### config.mk
export PLATFORM = sky130hd
export DESIGN_NAME = uart_mdb
export DESIGN_NICKNAME = d
export VERILOG_FILES = /design/src/design/uart_mdb_pkg.sv /design/src/design/uart_mdb.sv /design/src/design/uart_tx_shifter.sv
export SDC_FILE = /design/constraint.sdc
export NUM_CORES = 1
export LEC_CHECK = 0
export ABC_AREA = 1
export BUFFER_PORTS_ARGS = -buffer_cell sky130_fd_sc_hd__clkbuf_2
export CAP_MARGIN = 20
export CELL_PAD_IN_SITES_DETAIL_PLACEMENT = 1
export CELL_PAD_IN_SITES_GLOBAL_PLACEMENT = 2
export CORE_ASPECT_RATIO = 0.9
export CORE_MARGIN = 1
export CORE_UTILIZATION = 28
export CTS_CLUSTER_DIAMETER = 60
export DETAILED_ROUTE_END_ITERATION = 16
export GPL_TIMING_DRIVEN = 0
export PLACE_DENSITY = 0.82
export SLEW_MARGIN = 15
export SYNTH_ARGS = -nofsm -noshare
export SYNTH_HDL_FRONTEND = slang
export SYNTH_SLANG_ARGS = --single-unit
### constraint.sdc
create_clock -name mclk -period 2.25 [get_ports mclk]
set_input_delay 0.3375 -clock mclk [delete_from_list [all_inputs] [get_ports mclk]]
set_output_delay 0.3375 -clock mclk [all_outputs]
set_load 0.05 [all_outputs]
### src/design/uart_mdb_pkg.sv
// shared constants and types of the multidrop serial buffer/status block
package uart_mdb_pkg;
	// register byte addresses
	localparam logic [7:0] OFS_DATA = 8'h00;
	localparam logic [7:0] OFS_STATUS_A = 8'h04;
	localparam logic [7:0] OFS_CONTROL_B = 8'h08;
	localparam logic [7:0] OFS_CONTROL_C = 8'h0c;
	localparam logic [7:0] OFS_BAUD = 8'h10;
	// status_a fields
	localparam int SA_RXC = 7;
	localparam int SA_TXC = 6;
	localparam int SA_UDRE = 5;
	localparam int SA_FE = 4;
	localparam int SA_DOR = 3;
	localparam int SA_UPE = 2;
	localparam int SA_U2X = 1;
	localparam int SA_MPCM = 0;
	// control_b fields
	localparam int CB_RXCIE = 7;
	localparam int CB_TXCIE = 6;
	localparam int CB_UDRIE = 5;
	localparam int CB_RXEN = 4;
	localparam int CB_TXEN = 3;
	localparam int CB_SIZE2 = 2;
	localparam int CB_RXB8 = 1;
	localparam int CB_TXB8 = 0;
	// control_c fields: size low bits, stop select, parity mode
	localparam int CC_SIZE_LO = 1;
	localparam int CC_STOP2 = 3;
	localparam int CC_PAR_ODD = 4;
	localparam int CC_PAR_EN = 5;
	// reset values
	localparam logic [7:0] RST_CONTROL_B = 8'h00;
	localparam logic [7:0] RST_CONTROL_C = 8'h06;
	localparam logic [11:0] RST_BAUD = 12'h000;
	// character size codes
	localparam logic [2:0] SIZE_9 = 3'h7;
	// samples per bit, normal and double speed
	localparam logic [3:0] SAMPLES_NORMAL_M1 = 4'hf;
	localparam logic [3:0] SAMPLES_DOUBLE_M1 = 4'h7;
	// bus responses
	localparam logic [1:0] RESP_OKAY = 2'h0;
	localparam logic [1:0] RESP_SLVERR = 2'h2;

	// one frame handed over by the receive sampler
	typedef struct packed {
		logic [8:0] data;
		logic stop_bit;
		logic parity_bit;
	} rx_frame_t;

	// one receive buffer entry with its error flags
	typedef struct packed {
		logic [8:0] data;
		logic fe;
		logic pe;
	} rx_entry_t;

	// frame format handed to the transmit shifter
	typedef struct packed {
		logic [8:0] data;
		logic [3:0] nbits;
		logic par_en;
		logic par_odd;
		logic two_stop;
	} tx_req_t;

	typedef enum logic [2:0] {TX_IDLE, TX_START, TX_DATA, TX_PARITY, TX_STOP} tx_state_t;
endpackage

### src/design/uart_mdb.sv
// buffer, status and address filter of a multidrop serial port
// Overview of operation
// - filter mode drops data frames from buffer
// - type from first stop, or ninth bit
// - type one is address, zero data
// - transmitter ignores the filter mode bit
// - one data address: write tx, read rx
// - short characters: upper bits ignored, read zero
// - data writes dropped while buffer not empty
// - buffer moves to shifter when shifter empty and transmitter enabled
// - two-entry receive fifo advances per data read
// - rx complete high while buffer holds data
// - tx complete on frame out with buffer empty, cleared by one
// - buffer empty flag one when writable, reset
// - frame error flag follows buffer head
// - overrun when full, held, new start
// - parity error only when checking was enabled
// - double speed divides by eight, not sixteen
// - interrupt needs enable, global flag, status flag
// - receiver disable flushes buffer and errors
// - filter mode bit zero of status a
// - ninth bit read and written before low
// - size codes five to eight, seven nine
`timescale 1ns/1ps
module uart_mdb (
	input wire logic mclk,
	input wire logic resetn,
	// axi4-lite slave
	input wire logic [7:0] s_axi_awaddr,
	input wire logic s_axi_awvalid,
	output logic s_axi_awready,
	input wire logic [31:0] s_axi_wdata,
	input wire logic [3:0] s_axi_wstrb,
	input wire logic s_axi_wvalid,
	output logic s_axi_wready,
	output logic [1:0] s_axi_bresp,
	output logic s_axi_bvalid,
	input wire logic s_axi_bready,
	input wire logic [7:0] s_axi_araddr,
	input wire logic s_axi_arvalid,
	output logic s_axi_arready,
	output logic [31:0] s_axi_rdata,
	output logic [1:0] s_axi_rresp,
	output logic s_axi_rvalid,
	input wire logic s_axi_rready,
	// receive sampler side
	input wire logic rx_start_detect,
	input wire logic rx_frame_valid,
	input wire uart_mdb_pkg::rx_frame_t rx_frame,
	output logic rx_pin_enable,
	output logic rx_sample_tick,
	// transmit pin
	output logic txd,
	output logic tx_pin_enable,
	// interrupt requests towards the cpu
	input wire logic global_irq_enable,
	input wire logic tx_complete_irq_ack,
	output logic rx_complete_irq,
	output logic tx_complete_irq,
	output logic tx_empty_irq
);
	// all state of the block
	typedef struct packed {
		logic [7:0] control_b;
		logic [7:0] control_c;
		logic [11:0] baud;
		logic double_speed;
		logic addr_filter_mode;
		logic tx_complete_flag;
		logic overrun_flag;
		uart_mdb_pkg::rx_entry_t [1:0] rx_buffer;
		logic [1:0] rx_count;
		uart_mdb_pkg::rx_entry_t rx_hold;
		logic rx_hold_valid;
		logic [8:0] tx_buffer;
		logic tx_full;
		logic [11:0] presc;
		logic [3:0] sub;
		logic sample_tick;
		logic bit_tick;
		logic bvalid;
		logic [1:0] bresp;
		logic rvalid;
		logic [1:0] rresp;
		logic [7:0] rdata;
	} state_t;

	state_t s;
	state_t next_s;

	// character size code from both control registers
	logic [2:0] char_size_code;
	logic nine_bit;
	logic receiver_enable;
	logic tx_enable;
	// transmit shifter handshakes
	logic shift_busy;
	logic shift_done;
	logic shift_load;
	uart_mdb_pkg::tx_req_t shift_req;
	// bus strobes
	logic wr_fire;
	logic rd_fire;
	// derived receive entry
	uart_mdb_pkg::rx_entry_t rx_new;
	logic frame_type;
	logic frame_keep;
	logic tx_buffer_empty_flag;
	logic rx_complete_flag;

	// data bits of a size code; reserved codes behave as eight
	function automatic logic [3:0] size_bits(input logic [2:0] code);
		case (code)
			3'h0: size_bits = 4'h5;
			3'h1: size_bits = 4'h6;
			3'h2: size_bits = 4'h7;
			uart_mdb_pkg::SIZE_9: size_bits = 4'h9;
			default: size_bits = 4'h8;
		endcase
	endfunction

	// clear the bits above the character width
	function automatic logic [8:0] size_mask(input logic [8:0] d, input logic [2:0] code);
		logic [8:0] m;
		m = 9'h1ff >> (4'h9 - size_bits(code));
		size_mask = d & m;
	endfunction

	assign char_size_code = {s.control_b[uart_mdb_pkg::CB_SIZE2],
		s.control_c[uart_mdb_pkg::CC_SIZE_LO +: 2]};
	assign nine_bit = (char_size_code == uart_mdb_pkg::SIZE_9);
	assign receiver_enable = s.control_b[uart_mdb_pkg::CB_RXEN];
	assign tx_enable = s.control_b[uart_mdb_pkg::CB_TXEN];
	assign tx_buffer_empty_flag = !s.tx_full;
	assign rx_complete_flag = (s.rx_count != 2'h0);

	// bus handshakes: write needs address and data together
	assign s_axi_awready = s_axi_awvalid && s_axi_wvalid && !s.bvalid;
	assign s_axi_wready = s_axi_awready;
	assign s_axi_arready = !s.rvalid;
	assign wr_fire = s_axi_awready;
	assign rd_fire = s_axi_arvalid && s_axi_arready;

	// frame type and the filter decision, made before any push
	always_comb begin
		rx_new.data = size_mask(rx_frame.data, char_size_code);
		rx_new.fe = !rx_frame.stop_bit;
		// mismatch only counts while checking is enabled
		rx_new.pe = s.control_c[uart_mdb_pkg::CC_PAR_EN] &&
			(^rx_new.data ^ rx_frame.parity_bit ^
			s.control_c[uart_mdb_pkg::CC_PAR_ODD]);
		frame_type = nine_bit ? rx_frame.data[8] : rx_frame.stop_bit;
		// data frames (type zero) are dropped in filter mode
		frame_keep = !(s.addr_filter_mode && !frame_type);
	end

	// shifter request; the filter bit plays no part here
	always_comb begin
		shift_req.data = s.tx_buffer;
		shift_req.nbits = size_bits(char_size_code);
		shift_req.par_en = s.control_c[uart_mdb_pkg::CC_PAR_EN];
		shift_req.par_odd = s.control_c[uart_mdb_pkg::CC_PAR_ODD];
		shift_req.two_stop = s.control_c[uart_mdb_pkg::CC_STOP2];
		shift_load = s.tx_full && tx_enable && !shift_busy;
	end

	// next state of the whole block
	always_comb begin
		next_s = s;
		next_s.sample_tick = 1'b0;
		next_s.bit_tick = 1'b0;

		// baud prescaler, then 16 or 8 samples per bit
		if (s.presc == 12'h000) begin
			next_s.presc = s.baud;
			next_s.sample_tick = 1'b1;
			if (s.sub == 4'h0) begin
				next_s.sub = s.double_speed ? uart_mdb_pkg::SAMPLES_DOUBLE_M1
					: uart_mdb_pkg::SAMPLES_NORMAL_M1;
				next_s.bit_tick = 1'b1;
			end else begin
				next_s.sub = s.sub - 4'h1;
			end
		end else begin
			next_s.presc = s.presc - 12'h001;
		end

		// transmit buffer hands over to the shifter
		if (shift_load) begin
			next_s.tx_full = 1'b0;
		end

		// write response completes
		if (s.bvalid && s_axi_bready) begin
			next_s.bvalid = 1'b0;
		end
		// read response completes
		if (s.rvalid && s_axi_rready) begin
			next_s.rvalid = 1'b0;
		end

		// transmit complete clears by service or by writing one
		if (tx_complete_irq_ack) begin
			next_s.tx_complete_flag = 1'b0;
		end

		// register writes
		if (wr_fire) begin
			next_s.bvalid = 1'b1;
			next_s.bresp = uart_mdb_pkg::RESP_OKAY;
			if (s_axi_wstrb[0]) begin
				case (s_axi_awaddr)
					uart_mdb_pkg::OFS_DATA: begin
						// dropped unless the buffer is empty
						if (tx_buffer_empty_flag) begin
							// ninth bit comes from control_b, written first
							next_s.tx_buffer = size_mask({s.control_b[uart_mdb_pkg::CB_TXB8],
								s_axi_wdata[7:0]}, char_size_code);
							next_s.tx_full = 1'b1;
						end
					end
					uart_mdb_pkg::OFS_STATUS_A: begin
						if (s_axi_wdata[uart_mdb_pkg::SA_TXC]) begin
							next_s.tx_complete_flag = 1'b0;
						end
						next_s.double_speed = s_axi_wdata[uart_mdb_pkg::SA_U2X];
						next_s.addr_filter_mode = s_axi_wdata[uart_mdb_pkg::SA_MPCM];
					end
					uart_mdb_pkg::OFS_CONTROL_B: begin
						// receive ninth bit is read only
						next_s.control_b = s_axi_wdata[7:0] &
							~(8'h01 << uart_mdb_pkg::CB_RXB8);
					end
					uart_mdb_pkg::OFS_CONTROL_C: begin
						next_s.control_c = s_axi_wdata[7:0] & 8'h3e;
					end
					uart_mdb_pkg::OFS_BAUD: begin
						next_s.baud = s_axi_wdata[11:0];
						// new rate takes effect at once
						next_s.presc = s_axi_wdata[11:0];
					end
					default: next_s.bresp = uart_mdb_pkg::RESP_SLVERR;
				endcase
			end else if (s_axi_awaddr > uart_mdb_pkg::OFS_BAUD || s_axi_awaddr[1:0] != 2'h0) begin
				next_s.bresp = uart_mdb_pkg::RESP_SLVERR;
			end
		end

		// frame fully sent and nothing left to send
		if (shift_done && !s.tx_full) begin
			next_s.tx_complete_flag = 1'b1;
		end

		// hold register drains into the fifo when room appears
		if (s.rx_hold_valid && s.rx_count != 2'h2) begin
			next_s.rx_buffer[s.rx_count[0]] = s.rx_hold;
			next_s.rx_count = s.rx_count + 2'h1;
			next_s.rx_hold_valid = 1'b0;
		end

		// new frame from the sampler; filter decided first
		if (rx_frame_valid && receiver_enable && frame_keep) begin
			if (next_s.rx_count != 2'h2) begin
				next_s.rx_buffer[next_s.rx_count[0]] = rx_new;
				next_s.rx_count = next_s.rx_count + 2'h1;
			end else if (!next_s.rx_hold_valid) begin
				next_s.rx_hold = rx_new;
				next_s.rx_hold_valid = 1'b1;
			end
		end

		// register reads; a data read pops the fifo
		if (rd_fire) begin
			next_s.rvalid = 1'b1;
			next_s.rresp = uart_mdb_pkg::RESP_OKAY;
			next_s.rdata = 8'h00;
			case (s_axi_araddr)
				uart_mdb_pkg::OFS_DATA: begin
					next_s.rdata = s.rx_buffer[0].data[7:0];
					// every read moves the fifo, bit tests too
					if (s.rx_count != 2'h0) begin
						// pop after any push of this cycle so no frame is lost
						next_s.rx_buffer[0] = next_s.rx_buffer[1];
						next_s.rx_buffer[1] = '0;
						next_s.rx_count = next_s.rx_count - 2'h1;
						// the hold entry moves up into the freed slot, once
						if (next_s.rx_hold_valid && s.rx_count == 2'h2) begin
							next_s.rx_buffer[1] = next_s.rx_hold;
							next_s.rx_count = 2'h2;
							next_s.rx_hold_valid = 1'b0;
						end
					end
					next_s.overrun_flag = 1'b0;
				end
				uart_mdb_pkg::OFS_STATUS_A: begin
					next_s.rdata[uart_mdb_pkg::SA_RXC] = rx_complete_flag;
					next_s.rdata[uart_mdb_pkg::SA_TXC] = s.tx_complete_flag;
					next_s.rdata[uart_mdb_pkg::SA_UDRE] = tx_buffer_empty_flag;
					next_s.rdata[uart_mdb_pkg::SA_FE] = rx_complete_flag && s.rx_buffer[0].fe;
					next_s.rdata[uart_mdb_pkg::SA_DOR] = s.overrun_flag;
					next_s.rdata[uart_mdb_pkg::SA_UPE] = rx_complete_flag && s.rx_buffer[0].pe;
					next_s.rdata[uart_mdb_pkg::SA_U2X] = s.double_speed;
					next_s.rdata[uart_mdb_pkg::SA_MPCM] = s.addr_filter_mode;
				end
				uart_mdb_pkg::OFS_CONTROL_B: begin
					next_s.rdata = s.control_b;
					// ninth bit of the head entry, read before the data
					next_s.rdata[uart_mdb_pkg::CB_RXB8] = s.rx_buffer[0].data[8];
				end
				uart_mdb_pkg::OFS_CONTROL_C: next_s.rdata = s.control_c;
				uart_mdb_pkg::OFS_BAUD: next_s.rdata = s.baud[7:0];
				default: next_s.rresp = uart_mdb_pkg::RESP_SLVERR;
			endcase
		end

		// overrun: fifo full, hold full, new start bit; set wins
		if (rx_start_detect && receiver_enable && s.rx_count == 2'h2 && s.rx_hold_valid) begin
			next_s.overrun_flag = 1'b1;
		end

		// disabled receiver flushes buffer and error flags
		if (!receiver_enable) begin
			next_s.rx_count = 2'h0;
			next_s.rx_buffer = '0;
			next_s.rx_hold_valid = 1'b0;
			next_s.overrun_flag = 1'b0;
		end
	end

	// state register
	always_ff @(posedge mclk) begin
		if (!resetn) begin
			s <= '0;
			s.control_b <= uart_mdb_pkg::RST_CONTROL_B;
			s.control_c <= uart_mdb_pkg::RST_CONTROL_C;
			s.baud <= uart_mdb_pkg::RST_BAUD;
			s.sub <= uart_mdb_pkg::SAMPLES_NORMAL_M1;
		end else begin
			s <= next_s;
		end
	end

	// transmit shift register
	uart_tx_shifter u_tx_shifter (
		.mclk(mclk),
		.resetn(resetn),
		.bit_tick(s.bit_tick),
		.load(shift_load),
		.req(shift_req),
		.txd(txd),
		.busy(shift_busy),
		.done(shift_done)
	);

	// interrupt requests gated by enable, global flag and status
	assign rx_complete_irq = s.control_b[uart_mdb_pkg::CB_RXCIE] && global_irq_enable
		&& rx_complete_flag;
	assign tx_complete_irq = s.control_b[uart_mdb_pkg::CB_TXCIE] && global_irq_enable
		&& s.tx_complete_flag;
	assign tx_empty_irq = s.control_b[uart_mdb_pkg::CB_UDRIE] && global_irq_enable
		&& tx_buffer_empty_flag;

	// rx pin follows its enable; tx pin follows its enable, shifter busy or buffer full
	assign rx_pin_enable = receiver_enable;
	assign tx_pin_enable = tx_enable || shift_busy || s.tx_full;
	assign rx_sample_tick = s.sample_tick;

	// bus outputs
	assign s_axi_bvalid = s.bvalid;
	assign s_axi_bresp = s.bresp;
	assign s_axi_rvalid = s.rvalid;
	assign s_axi_rresp = s.rresp;
	assign s_axi_rdata = {24'h000000, s.rdata};
endmodule // uart_mdb

### src/design/uart_tx_shifter.sv
// transmit shift register: serialises one frame per load
`timescale 1ns/1ps
module uart_tx_shifter (
	input wire logic mclk,
	input wire logic resetn,
	input wire logic bit_tick,
	input wire logic load,
	input wire uart_mdb_pkg::tx_req_t req,
	output logic txd,
	output logic busy,
	output logic done
);
	// shifter state
	typedef struct packed {
		uart_mdb_pkg::tx_state_t st;
		uart_mdb_pkg::tx_req_t cur;
		logic [3:0] cnt;
		logic par;
		logic line;
		logic done;
	} shift_t;

	shift_t s;
	shift_t next_s;

	// next state: each bit stands for one bit tick
	always_comb begin
		next_s = s;
		next_s.done = 1'b0;
		case (s.st)
			uart_mdb_pkg::TX_IDLE: begin
				next_s.line = 1'b1;
				if (load) begin
					// upper unused bits already masked by the caller
					next_s.cur = req;
					next_s.par = req.par_odd;
					next_s.cnt = 4'h0;
					next_s.st = uart_mdb_pkg::TX_START;
				end
			end
			uart_mdb_pkg::TX_START: begin
				if (bit_tick) begin
					next_s.line = 1'b0;
					next_s.st = uart_mdb_pkg::TX_DATA;
				end
			end
			uart_mdb_pkg::TX_DATA: begin
				if (bit_tick) begin
					next_s.line = s.cur.data[0];
					next_s.par = s.par ^ s.cur.data[0];
					next_s.cur.data = {1'b0, s.cur.data[8:1]};
					next_s.cnt = s.cnt + 4'h1;
					if (s.cnt + 4'h1 == s.cur.nbits) begin
						// counter restarts to count the stop periods
						next_s.cnt = 4'h0;
						next_s.st = s.cur.par_en ? uart_mdb_pkg::TX_PARITY
							: uart_mdb_pkg::TX_STOP;
					end
				end
			end
			uart_mdb_pkg::TX_PARITY: begin
				if (bit_tick) begin
					next_s.line = s.par;
					next_s.st = uart_mdb_pkg::TX_STOP;
				end
			end
			uart_mdb_pkg::TX_STOP: begin
				if (bit_tick) begin
					next_s.line = 1'b1;
					next_s.cnt = s.cnt + 4'h1;
					// frame is out only when the last stop period has ended
					if (s.cnt == {3'h0, s.cur.two_stop} + 4'h1) begin
						next_s.st = uart_mdb_pkg::TX_IDLE;
						next_s.done = 1'b1;
					end
				end
			end
			default: next_s.st = uart_mdb_pkg::TX_IDLE;
		endcase
	end

	// state register
	always_ff @(posedge mclk) begin
		if (!resetn) begin
			s <= '0;
			s.st <= uart_mdb_pkg::TX_IDLE;
			s.line <= 1'b1;
		end else begin
			s <= next_s;
		end
	end

	assign txd = s.line;
	assign busy = (s.st != uart_mdb_pkg::TX_IDLE);
	assign done = s.done;
endmodule // uart_tx_shifter

# Word-level counts from Yosys, hierarchy flattened
# Index checks and enable logic that the tools add are counted.
[totals] ff_bits=132 input_bits=74 output_inout_bits=48
[classes] add_sub_neg=9 order_cmp=5 n_eq_ne=27 n_shift=2 mux=74 bitwise=6 n_reduce_logical=70
[ops] cell="$mux W24" count=4
[ops] cell="$mux W12" count=5
[ops] cell="$mux W25" count=2
[ops] cell="$bwmux W22" count=2
[ops] cell="$mux W11" count=4
[ops] cell="$pmux W8 S5" count=1
[ops] cell="$mux W36" count=1
[ops] cell="$eq A8 B4 Y1 const B" count=4
[ops] cell="$mux W4" count=8
[ops] cell="$logic_and A1 B1 Y1" count=27
[ops] cell="$mux W13" count=2
[ops] cell="$demux W11 S1" count=2
[ops] cell="$mux W1" count=22
[ops] cell="$mux W3" count=7
[ops] cell="$and A9 B9 Y9" count=2
[ops] cell="$pmux W9 S2" count=1
[ops] cell="$reduce_and A3 Y1" count=6
[ops] cell="$shr A9 B4 Y9 const A" count=2
[ops] cell="$eq A8 B3 Y1 const B" count=2
[ops] cell="$eq A8 B5 Y1 const B" count=2
[ops] cell="$logic_not A8 Y1" count=2
[ops] cell="$pmux W4 S4" count=1
[ops] cell="$pmux W3 S5" count=1
[ops] cell="$mux W2" count=7
[ops] cell="37 further kinds" count=76

# Depth between registers and ports, before layout
# Gate-level depths: netlist of run 1.
[logic_depth] ltp_word=19 depth_mapped=21

# Modules after synthesis
# From an unflattened synthesis of run 1, not the netlist that was laid out.
[hier_totals] hier_cells=1049 hier_area_um2=7154.4
[modules_own_cells] mod="uart_mdb" instances=1 cells_each=855 area_per_inst_um2=5811.8 seq_area_each_um2=2082.0
[modules_own_cells] mod="uart_tx_shifter" instances=1 cells_each=194 area_per_inst_um2=1342.5 seq_area_each_um2=500.5

# Worst setup path after synthesis of run 1
# No wires, ideal clock.
[synth_timing] path_type="register -> register" startpoint="register s (netlist bit s_axi_bvalid)" endpoint="register s[22] in the netlist's numbering" t_arrival_ns=2.248 required_ns=2.118 setup_slack_ns=-0.130 path_stages_with_launch=10 n_path_buf=1 period_less_slack_ns=2.380 path_cell_list="dfxtp_1 > nor2_1 > nand2_1 > nor2_1 > inv_1 > clkbuf_1 > nand2_1 > nand2_1 > nand2_1 > a21oi_1"
[synth_between] elab_chain_cells=3
[synth_rtl] element="start, declared" line="uart_mdb.sv:88" rtl="state_t s;"
[synth_rtl] element="start signal, assigned" line="uart_mdb.sv:339" rtl="s <= next_s;"
[synth_rtl] element="$logic_not A1 Y1" line="uart_mdb.sv:138" rtl="assign s_axi_awready = s_axi_awvalid && s_axi_wvalid && !s.bvalid;"
[synth_rtl] element="$logic_and A1 B1 Y1" line="uart_mdb.sv:138"
[synth_rtl] element="named net s_axi_awready" line="uart_mdb.sv:31" rtl="output logic s_axi_awready,"
[synth_rtl] element="$mux W13" line="uart_mdb.sv:208" rtl="if (wr_fire) begin"
# The timed path passes the listed nets, and every way through them passes these cells.
# A chain may end at the register's enable or synchronous reset.

# Worst setup path in the final report of run 1
[layout_timing] startpoint="register s (netlist bit char_size_code[1])" endpoint="register s[76] in the netlist's numbering"
[layout_between] elab_chain_cells=12
[layout_rtl] element="$eq A3 B3 Y1, or another cell as far along" line="uart_mdb.sv:113, uart_mdb.sv:131"
[layout_rtl] element="$pmux W4 S4 or $mux W1 (tied branches)" line="uart_mdb.sv:113, uart_mdb.sv:152"
[layout_rtl] element="$sub A4 B4 Y4 or $logic_not A1 Y1 (tied branches)" line="uart_mdb.sv:125, uart_mdb.sv:154"
[layout_rtl] element="$shr A9 B4 Y9 or $logic_and A1 B1 Y1 (tied branches)" line="uart_mdb.sv:125, uart_mdb.sv:154"
[layout_rtl] element="$and A9 B9 Y9 or $logic_not A1 Y1 (tied branches)" line="uart_mdb.sv:126, uart_mdb.sv:154"
[layout_rtl] element="$mux W12 or $logic_and A1 B1 Y1 (tied branches)" line="uart_mdb.sv:266, uart_mdb.sv:262"
[layout_rtl] element="$mux W12 or $mux W36 (tied branches)" line="uart_mdb.sv:263, uart_mdb.sv:262"
[layout_rtl] element="$mux W36 *" line="uart_mdb.sv:262" rtl="if (rx_frame_valid && receiver_enable && frame_keep) begin"
[layout_rtl] element="$mux W11" line="uart_mdb.sv:287" rtl="if (next_s.rx_hold_valid && s.rx_count == 2'h2) begin"
[layout_rtl] element="$mux W24" line="uart_mdb.sv:281" rtl="if (s.rx_count != 2'h0) begin"
[layout_rtl] element="$mux W25" line="uart_mdb.sv:277" rtl="case (s_axi_araddr)"
[layout_rtl] element="$mux W25 *" line="uart_mdb.sv:273" rtl="if (rd_fire) begin"
# Mark *: on every way between the ends. The rest lies on a longest branch, timed or not. The select of a mux whose other input is x is not followed.

==> flow_metrics.tcl, run 1 <==
set metrics [dict create \
    status "complete, but fails checks" \
    violations "setup timing" \
    global_route.usage.total 0.204 \
    timing.critical_path.required_ps 2600 \
    power.switching_uw 2400 \
    initial_utilization 0.286 \
    clock_latency_ps 430 \
    slew_headroom 0.468 \
    post_drt_wl_per_cell_um 17.2 \
    detailroute.via_count 7167 \
    crit_path_max_fanout 8 \
    insertedDiodeCount 0 \
    synth_area_per_cell_sq_um 6.97 \
    row_count 54 \
    synth_common_cells "nand2_1, dfxtp_1, inv_1, a21oi_1, o21ai_0" \
    power.density_nw_per_um2 837 \
    synth_area_leader_cell "dfxtp_1" \
    max_freq_mhz 427 \
    detail_route.first_pass.iterations 4 \
    die_width_um 168 \
    power.combinational.fraction 0.229 \
    cts.reportedPaths.clkPinSlew_ps 60 \
    critical_path.cell_chain "buf_4, nand3_2, o21ai_1, nand3_2, o21ai_2, inv_2, nor3_4, buf_6, nand2_1, a21oi_1" \
    syn-instance-count 998 \
    cpPeakStageDelay_ps 410 \
    cts.root.buffer_cell "clkbuf_16" \
    period_minus_slack_ps 2340 \
    total_standard_cell_area_after_synthesis_sq_um 6950 \
    seq_power_share 0.343 \
    finalWorstSetupSlack_ps -93.4 \
    dp_cells 1403 \
    clock_sink_count 129 \
    cpMostUsedCell "nand3_2" \
    min_delay_worst_endpoint "s[90]$_SDFFE_PN0P_" \
    grt_pass1_wl_mm 39.4 \
    share_of_synthesized_flip_flops_with_an_asynchronous_set_or_reset 0 \
    route.antenna.remaining_nets 0 \
    tritoncts "done" \
    power.internal_uw 5100 \
    grt_start_max_net_pins 17 \
    final_core_utilization 0.369 \
    final-setup-viol-count 18 \
    vias_per_cell 4.90 \
    timing.critical_path.to_type "register" \
    gp_congestion 0.802 \
    layout-area-overhead-vs-synth_pct 29.0 \
    routed_wirelength_mm 25.2 \
    slew_at_the_pin_with_the_worst_max_slew_slack_ps 798 \
    critical_path_cell_count 10 \
    critPathBufInv 3 \
    synth.top_cell.area_share 0.371 \
    core_area_sq_um 24300 \
    total_leakage_power_uw 0.00380 \
    seq_area_frac_synth 0.371 \
    worstHoldPathType "in2reg" \
    portBuffers 72 \
    clk_path_buf_depth 2 \
    hpwlAfterDp_mm 18.2 \
    synth_most_common_cell "nand2_1" \
    worst_path_dominant_cell_family "simple AND/OR/NAND/NOR gates" \
    hold-worst-slack_ps 162 \
    timing.critical_path.from_type "register" \
    synthTopCellsByArea "dfxtp_1, nand2_1, a21oi_1" \
    post-layout-total-power_uw 7510 \
    sw_frac_of_total 0.320 \
    grt_antenna_before_repair 0 \
    final_net_count 1229 \
    postCtsHoldBufs 0 \
    yosys_register_bits 129 \
    fin_worst_skew_ps 7.50 \
    timing.rr.start "char_size_code[1]$_SDFFE_PN1P_" \
    ir_drop_worst_case_vdd_mv 0.519 \
    startpoint "char_size_code[1]$_SDFFE_PN1P_" \
    clkPwrFrac 0.428 \
    synth_cell_types 54 \
    critPathArrivalTime_ps 2700 \
    synth-edff-count 0 \
    hold-path-cell-count 3 \
    drc_violations 0 \
    clock_tree.htree_level_count 4 \
    die_height_um 151 \
    critPathKind "reg2reg" \
    io-pin-count 122 \
    drive_gt1_frac 0.230 \
    first_global_vias 7069 \
    worst-r2r-setup-slack_ps -90 \
    die_area_sq_um 25500 \
    timing.final.max_slew_violations 0 \
    cts_made_buffers 17 \
    post-route-period-util 1.04 \
    hold_start "s_axi_wdata[8]" \
    drtIter0Drc 328 \
    final_hold_violation_count 0 \
    drv_cap 0 \
    synth_warnings 0 \
    endpoint_of_the_worst_slack_reg_to_reg_timing_path "s[76]$_SDFF_PN0_" \
    non_filler_cells_final 1463 \
    slowest_stage "dfxtp_4" \
    worstRegToRegCells 10 \
    ys.flop_type "dfxtp_1" \
    setup_repair_after_global_routing_missed_its_margin "yes" \
    grt_overflow 0 \
]
power groups by stage:
stage | logic, uW | clock network (uW) | registers (uW)
3_3_place_gp | 1590 | 0 | 2610
5_1_grt | 1920 | 3370 | 2590
4_1_cts | 1650 | 3260 | 2560
6_report | 1720 | 3220 | 2570
2_1_floorplan | 1160 | 0 | 2630
3_5_place_dp | 1620 | 0 | 2620
registers in the layout (all words and copies together), names as in the netlist, 3 cells and up:
name / cells
s_axi_rdata: 8
u_tx_shifter.s: 23
s: 87
char_size_code: 3
through the flow:
| step | area (sq um) | TNS [ps] | setup WS (ps) |
|---|---|---|---|
| 2_1_floorplan | 7050 | -27.2 | -5.02 |
| 3_3_place_gp | 7800 | -14860 | -548 |
| 3_5_place_dp | 7800 | -16540 | -615 |
| 4_1_cts | 8820 | -54.4 | -21.4 |
| 5_1_grt | 8970 | -4330 | -270 |
| 6_report | 8970 | -1080 | -93.4 |
cells by family after synthesis:
logic type                 count (synthesis)  synth area share
DFF                                      129             0.371
xor gates and xnor gates                  13            0.0164
other                                      1          0.000539
adders and majority gates                 11            0.0198
AOI/OAI and AO/OA                        259             0.211
and+or+nand+nor                          387             0.247
buffers and inverters                    198             0.134
worst max-delay path by stage:
stage | to
final | s[76]$_SDFF_PN0_
after global routing | s[56]$_SDFF_PN0_
after CTS | s[56]$_SDFF_PN0_
after detailed placement | s[73]$_SDFF_PN0_
after global placement | s[73]$_SDFF_PN0_
after floorplan | s[74]$_SDFF_PN0_
cells in the final DEF (no fill, tap or decap), drive strengths merged, types with 2 or more instances in the layout:
cell	instances
o21ai	101
nand4	5
or2	2
xnor2	3
a21oi	94
clkbuf	113
xor2	10
a31oi	8
buf	73
bufinv	6
o32ai	2
o22ai	8
nor2	90
conb	26
clkinv	4
nand3	51
dfxtp	129
nand2	219
o2111ai	4
o211ai	16
a221oi	2
inv	132
ha	11
a211oi	13
nor4	5
o21bai	2
a32o	3
nor3	13
final cells by class:
| type | instances | area [sq um] |
|---|---|---|
| buffer | 67 | 437 |
| fill | 3031 | 15400 |
| sequential | 129 | 2590 |
| tap | 308 | 385 |
| clock buffer | 18 | 439 |
| multi-input combinational | 697 | 3780 |
| timing repair buffer | 101 | 586 |
| inverter | 131 | 515 |
| clock inverter | 12 | 231 |
layer usage:
layer  part of all wire  routed length [um]  global-route usage
met3              0.032                 812              0.0312
met4              0.011                 281              0.0523
met1               0.50               12500               0.281
met2               0.46               11500               0.336
met5                  0                   0                   0
worst min-delay path, cell delays in order:
cell and delay, ps:
clkbuf_2 80, nand2_1 70, a21oi_1 60
repair_timing:
item                                    in CTS  in global routing
cloned                                       2                  1
resized for setup                           67                 32
buffers inserted                            21                  6
endpoints found under the setup margin      46                 47
pin swaps                                   21                 19
(Power assumes the default switching activity.)
==> inputs of run 2 (changes only) <==
- CORE_ASPECT_RATIO: 0.9 -> default
==> run 2 against run 1 <==
Compared with the run above: the flow still finishes with violations (setup timing); clock skew grew 0.83 ps; first-iteration DRC count increased by 15%; core utilization shrank 0.23 points; cell count is 0.89% higher; setup slack got worse by 16 ps; fmax shrank 0.68%; non-clock buffer count down 4; critical path depth is 1 higher; critical path type unchanged.
==> flow_metrics.tcl, run 2 (synthesis results as in run 1) <==
set metrics [dict create \
    portBuffers 72 \
    die_area_sq_um 25500 \
    drc_violations 0 \
    period_minus_slack_ps 2360 \
    power.density_nw_per_um2 803 \
    timing.critical_path.to_type "register" \
    fin_area_sq_um 8910 \
    detailroute.via_count 7153 \
    critPathKind "reg2reg" \
    hpwlAfterDp_mm 18.5 \
    route.antenna.remaining_nets 0 \
    final_core_utilization 0.367 \
    grt_overflow 0 \
    n_fill_cell 3041 \
    die_height_um 160 \
    cts.reportedPaths.clkPinSlew_ps 60 \
    max_freq_mhz 424 \
    critical_path.cell_chain "buf_4, nand3_2, o21ai_1, nand3_2, nor3_4, inv_4, buf_6, nand2_1, o21ai_1, o21ai_0, nor2_1" \
    insertedDiodeCount 0 \
    critPathBufInv 3 \
    clk_path_buf_depth 2 \
    endpoint_of_the_worst_slack_reg_to_reg_timing_path "s[61]$_SDFF_PN0_" \
    tritoncts "done" \
    min_delay_worst_endpoint "s[90]$_SDFFE_PN0P_" \
    row_count 57 \
    cts.root.buffer_cell "clkbuf_16" \
    grt_start_max_net_pins 17 \
    timing.rr.start "char_size_code[0]$_SDFFE_PN1P_" \
    status "complete, but fails checks" \
    layout.cells.most_common "nand2_1" \
    regMostFlops "s" \
    slew_at_the_pin_with_the_worst_max_slew_slack_ps 747 \
    crit_path_max_fanout 10 \
    hold_start "s_axi_wdata[8]" \
    clock_sink_count 129 \
    grt_pass1_wl_mm 39.0 \
    grt_antenna_before_repair 0 \
    dp_worst_setup_slack_ps -657 \
    gp_congestion 0.810 \
    setup_repair_after_global_routing_missed_its_margin "yes" \
    worstHoldPathType "in2reg" \
    cts_made_buffers 17 \
    placement.cell_area_sq_um 7820 \
    worst_path_dominant_cell_family "simple AND/OR/NAND/NOR gates" \
    final_net_count 1224 \
    layout-area-overhead-vs-synth_pct 28.2 \
    post-layout-total-power_uw 7160 \
    cpPeakStageDelay_ps 420 \
    io-pin-count 122 \
    final-setup-viol-count 21 \
    largest_register_ff_count 87 \
    multi_input_comb_area_sq_um 3800 \
    drtIter0Drc 377 \
    die_width_um 160 \
    initial_utilization 0.286 \
    worstRegToRegCells 11 \
    slew_headroom 0.502 \
    first_global_vias 7133 \
    final_hold_violation_count 0 \
    drive_gt1_frac 0.229 \
    timing.critical_path.from_type "register" \
    timing.final.max_slew_violations 0 \
    register_area_sq_um 2590 \
    drv_cap 0 \
    clock_tree.htree_level_count 4 \
    critPathArrivalTime_ps 2680 \
    timing.critical_path.required_ps 2570 \
    most-common-layout-cells "nand2_1, dfxtp_1, inv_1, a21oi_1, o21ai_0" \
    slowest_stage "dfxtp_4" \
    ir_drop_worst_case_vdd_mv 0.483 \
    setup_total_negative_slack_ps -1210 \
    core_area_sq_um 24300 \
    hold-path-cell-count 3 \
    vias_per_cell 4.85 \
    violations "setup timing" \
    worst-r2r-setup-slack_ps -110 \
    global_route.usage.total 0.198 \
    routed_wirelength_mm 24.8 \
    post-route-period-util 1.05 \
    fin_worst_skew_ps 8.32 \
    post_drt_wl_per_cell_um 16.8 \
    total_leakage_power_uw 0.00375 \
    clock_latency_ps 430 \
    finalWorstSetupSlack_ps -110 \
    detail_route.first_pass.iterations 5 \
]
run 2: cell types whose count changed in the layout (fill, tap and decap cells not counted), moves of 3 or more:
cell	previous run	this run
bufinv_16	6	3
buf_4	64	60
a21oi_2	0	3
o21ai_1	16	13
a21oi_1	94	91
nand2_2	18	15
run 2: report_power, final:
| group | internal (uW) | switching (uW) |
|---|---|---|
| clock network | 1760 | 1150 |
| registers | 2440 | 125 |
| logic | 555 | 1140 |
| total | 4750 | 2410 |
run 2: what timing repair did:
| item | 4_1_cts | 5_1_grt |
|---|---|---|
| setup endpoints to repair | 48 | 52 |
| hold buffers | 0 | 0 |
| cloned | 1 | 0 |
| setup buffers | 22 | 2 |
| resized for setup | 67 | 31 |
| pin swaps | 24 | 16 |
| hold endpoints to repair | 0 | 0 |
run 2: how the worst max path moves through the flow:
stage / start / end / slack (ps) / cells past startpoint
2_1_floorplan: s[54]$_SDFF_PN0_ / s[74]$_SDFF_PN0_ / -5 / 16
3_3_place_gp: s[54]$_SDFF_PN0_ / s[71]$_SDFF_PN0_ / -620 / 15
3_5_place_dp: s[54]$_SDFF_PN0_ / s[71]$_SDFF_PN0_ / -660 / 15
4_1_cts: char_size_code[0]$_SDFFE_PN1P_ / s[56]$_SDFF_PN0_ / -80 / 20
5_1_grt: char_size_code[0]$_SDFFE_PN1P_ / s[56]$_SDFF_PN0_ / -260 / 20
6_report: char_size_code[0]$_SDFFE_PN1P_ / s[61]$_SDFF_PN0_ / -110 / 11
run 2: routing by layer:
metal | vias up | wire length (um) | global-route usage | part of all wire
met3 | 41 | 980 | 0.0352 | 0.040
met1 | 3417 | 11900 | 0.267 | 0.48
li1 | 3531 | - | - | -
met4 | 0 | 561 | 0.0669 | 0.023
met2 | 164 | 11300 | 0.318 | 0.46
met5 | - | 0 | 0 | 0
run 2: stage by stage:
stage / std cells / hold WS [ps]
after floorplan: 1023 / 430
after global placement: 1419 / 451
after detailed placement: 1419 / 459
after CTS: 1474 / 160
after global routing: 1476 / 173
final: 1476 / 166
run 2: final cells by class:
cell class                 instances  area share
timing repair buffer              97      0.0623
clock inverter                    15      0.0205
sequential                       129       0.291
clock buffer                      17      0.0477
buffer                            67      0.0488
inverter                         131      0.0583
tap                              324      0.0455
multi-input combinational        696       0.426
run 2: tightest hold or removal path, cell delays in order:
cell,delay [ps]
clkbuf_2,80
nand2_1,70
a21oi_1,60
==> inputs of run 3 (changes only) <==
- CAP_MARGIN: 20 -> default
- RECOVER_POWER: default -> 100
==> run 3 against run 2 <==
Compared with the run above: the flow still finishes with violations (setup timing); sequential power about the same; clock power barely moved; clock skew grew 4.5 ps; setup slack improved by 13 ps; via count about the same; count of clock-buffer cells in the layout stayed put.
==> flow_metrics.tcl, run 3 (synthesis results as in run 1) <==
set metrics [dict create \
    row_count 57 \
    timing.critical_path.required_ps 2570 \
    ir_drop_worst_case_vdd_mv 0.480 \
    post-route-period-util 1.04 \
    timing.final.max_slew_violations 0 \
    timing.critical_path.to_type "register" \
    critPathArrivalTime_ps 2670 \
    status "complete, but fails checks" \
    fin_worst_skew_ps 12.8 \
    layout.cells.most_common "nand2_1" \
    cts_made_buffers 17 \
    period_minus_slack_ps 2350 \
    clock_sink_count 129 \
    slew_at_the_pin_with_the_worst_max_slew_slack_ps 758 \
    core_area_sq_um 24300 \
    final_net_count 1224 \
    power.combinational.fraction 0.235 \
    setup_repair_after_global_routing_missed_its_margin "yes" \
    power.internal_uw 4740 \
    cts.reportedPaths.clkPinSlew_ps 60 \
    vias_per_cell 4.84 \
    postCtsHoldBufs 0 \
    die_area_sq_um 25500 \
    global_route.usage.total 0.198 \
    final-setup-viol-count 21 \
    io-pin-count 122 \
    crit_path_max_fanout 10 \
    clkPwrFrac 0.406 \
    route.antenna.remaining_nets 0 \
    layout-area-overhead-vs-synth_pct 27.6 \
    worst-r2r-setup-slack_ps -100 \
    gp_congestion 0.810 \
    insertedDiodeCount 0 \
    grt_start_max_net_pins 17 \
    portBuffers 72 \
    tritoncts "done" \
    initial_utilization 0.286 \
    final_hold_violation_count 0 \
    worstHoldPathType "in2reg" \
    grt_pass1_wl_mm 39.0 \
    die_height_um 160 \
    cts.root.buffer_cell "clkbuf_16" \
    non_filler_cells_final 1476 \
    grt_antenna_before_repair 0 \
    clock_latency_ps 430 \
    grt_overflow 0 \
    detail_route.first_pass.iterations 4 \
    finalWorstSetupSlack_ps -96.8 \
    dp_cells 1419 \
    timing.critical_path.from_type "register" \
    first_global_vias 7133 \
    fin_area_sq_um 8870 \
    regMostFlops "s" \
    power.density_nw_per_um2 805 \
    sw_frac_of_total 0.336 \
    drtIter0Drc 358 \
    seq_power_share 0.359 \
    largest_register_ff_count 87 \
    hpwlAfterDp_mm 18.5 \
    setup_total_negative_slack_ps -1010 \
    total_leakage_power_uw 0.00368 \
    die_width_um 160 \
    routed_wirelength_mm 24.8 \
    hold-worst-slack_ps 167 \
    violations "setup timing" \
    drive_gt1_frac 0.207 \
    critPathKind "reg2reg" \
    placement.cell_area_sq_um 7820 \
    post_drt_wl_per_cell_um 16.8 \
    drc_violations 0 \
    drv_cap 0 \
    clock_tree.htree_level_count 4 \
    max_freq_mhz 426 \
    power.switching_uw 2400 \
    detailroute.via_count 7146 \
    slew_headroom 0.495 \
    most-common-layout-cells "nand2_1, dfxtp_1, inv_1, a21oi_1, o21ai_0" \
    clk_path_buf_depth 2 \
]
run 3: worst paths after layout:
path | from | to | cells after the start
hold / removal | s_axi_wdata[8] | s[90]$_SDFFE_PN0P_ | 3
setup reg to reg | char_size_code[0]$_SDFFE_PN1P_ | s[61]$_SDFF_PN0_ | 11
hold reg to reg | s[90]$_SDFFE_PN0P_ | s[90]$_SDFFE_PN0P_ | 2
setup / recovery | char_size_code[0]$_SDFFE_PN1P_ | s[61]$_SDFF_PN0_ | 11
run 3: layout make-up:
class / count / area (sq um)
fill: 3058 / 15400
multi-input combinational: 696 / 3780
sequential: 129 / 2590
timing repair buffer: 97 / 528
inverter: 131 / 519
buffer: 67 / 434
clock buffer: 17 / 425
tap: 324 / 405
clock inverter: 15 / 183
run 3: critical path, stage by stage (launching register included):
cell	delay [ps]
dfxtp_4	420
buf_4	130
nand3_2	120
o21ai_1	280
nand3_2	300
nor3_4	330
inv_4	110
buf_6	170
nand2_1	60
o21ai_1	70
o21ai_0	190
nor2_1	60
run 3: power groups by stage:
stage | Combinational (uW) | Clock, uW | Sequential [uW]
final | 1680 | 2900 | 2560
after global routing | 1890 | 3040 | 2580
after CTS | 1690 | 2940 | 2560
after detailed placement | 1620 | 0 | 2610
after global placement | 1600 | 0 | 2610
after floorplan | 1160 | 0 | 2630
run 3: stage by stage:
step | setup slack [ps] | power (uW) | util
after floorplan | -5.02 | 3800 | -
after global placement | -616 | 4210 | 0.321
after detailed placement | -657 | 4240 | 0.321
after CTS | -77.3 | 7200 | 0.362
after global routing | -256 | 7520 | 0.365
final | -96.8 | 7140 | 0.365
run 3: what timing repair did:
item,CTS,global route
resized for setup,67,31
setup buffers,22,2
cloned,1,0
endpoints found under the setup margin,48,52
pin swaps,24,16
run 3: per-layer routing:
| metal | global-route usage | up-vias | wire length, um |
|---|---|---|---|
| li1 | - | 3529 | - |
| met1 | 0.267 | 3431 | 12000 |
| met2 | 0.318 | 153 | 11400 |
| met3 | 0.0352 | 33 | 921 |
| met4 | 0.0669 | 0 | 446 |
| met5 | 0 | - | 0 |
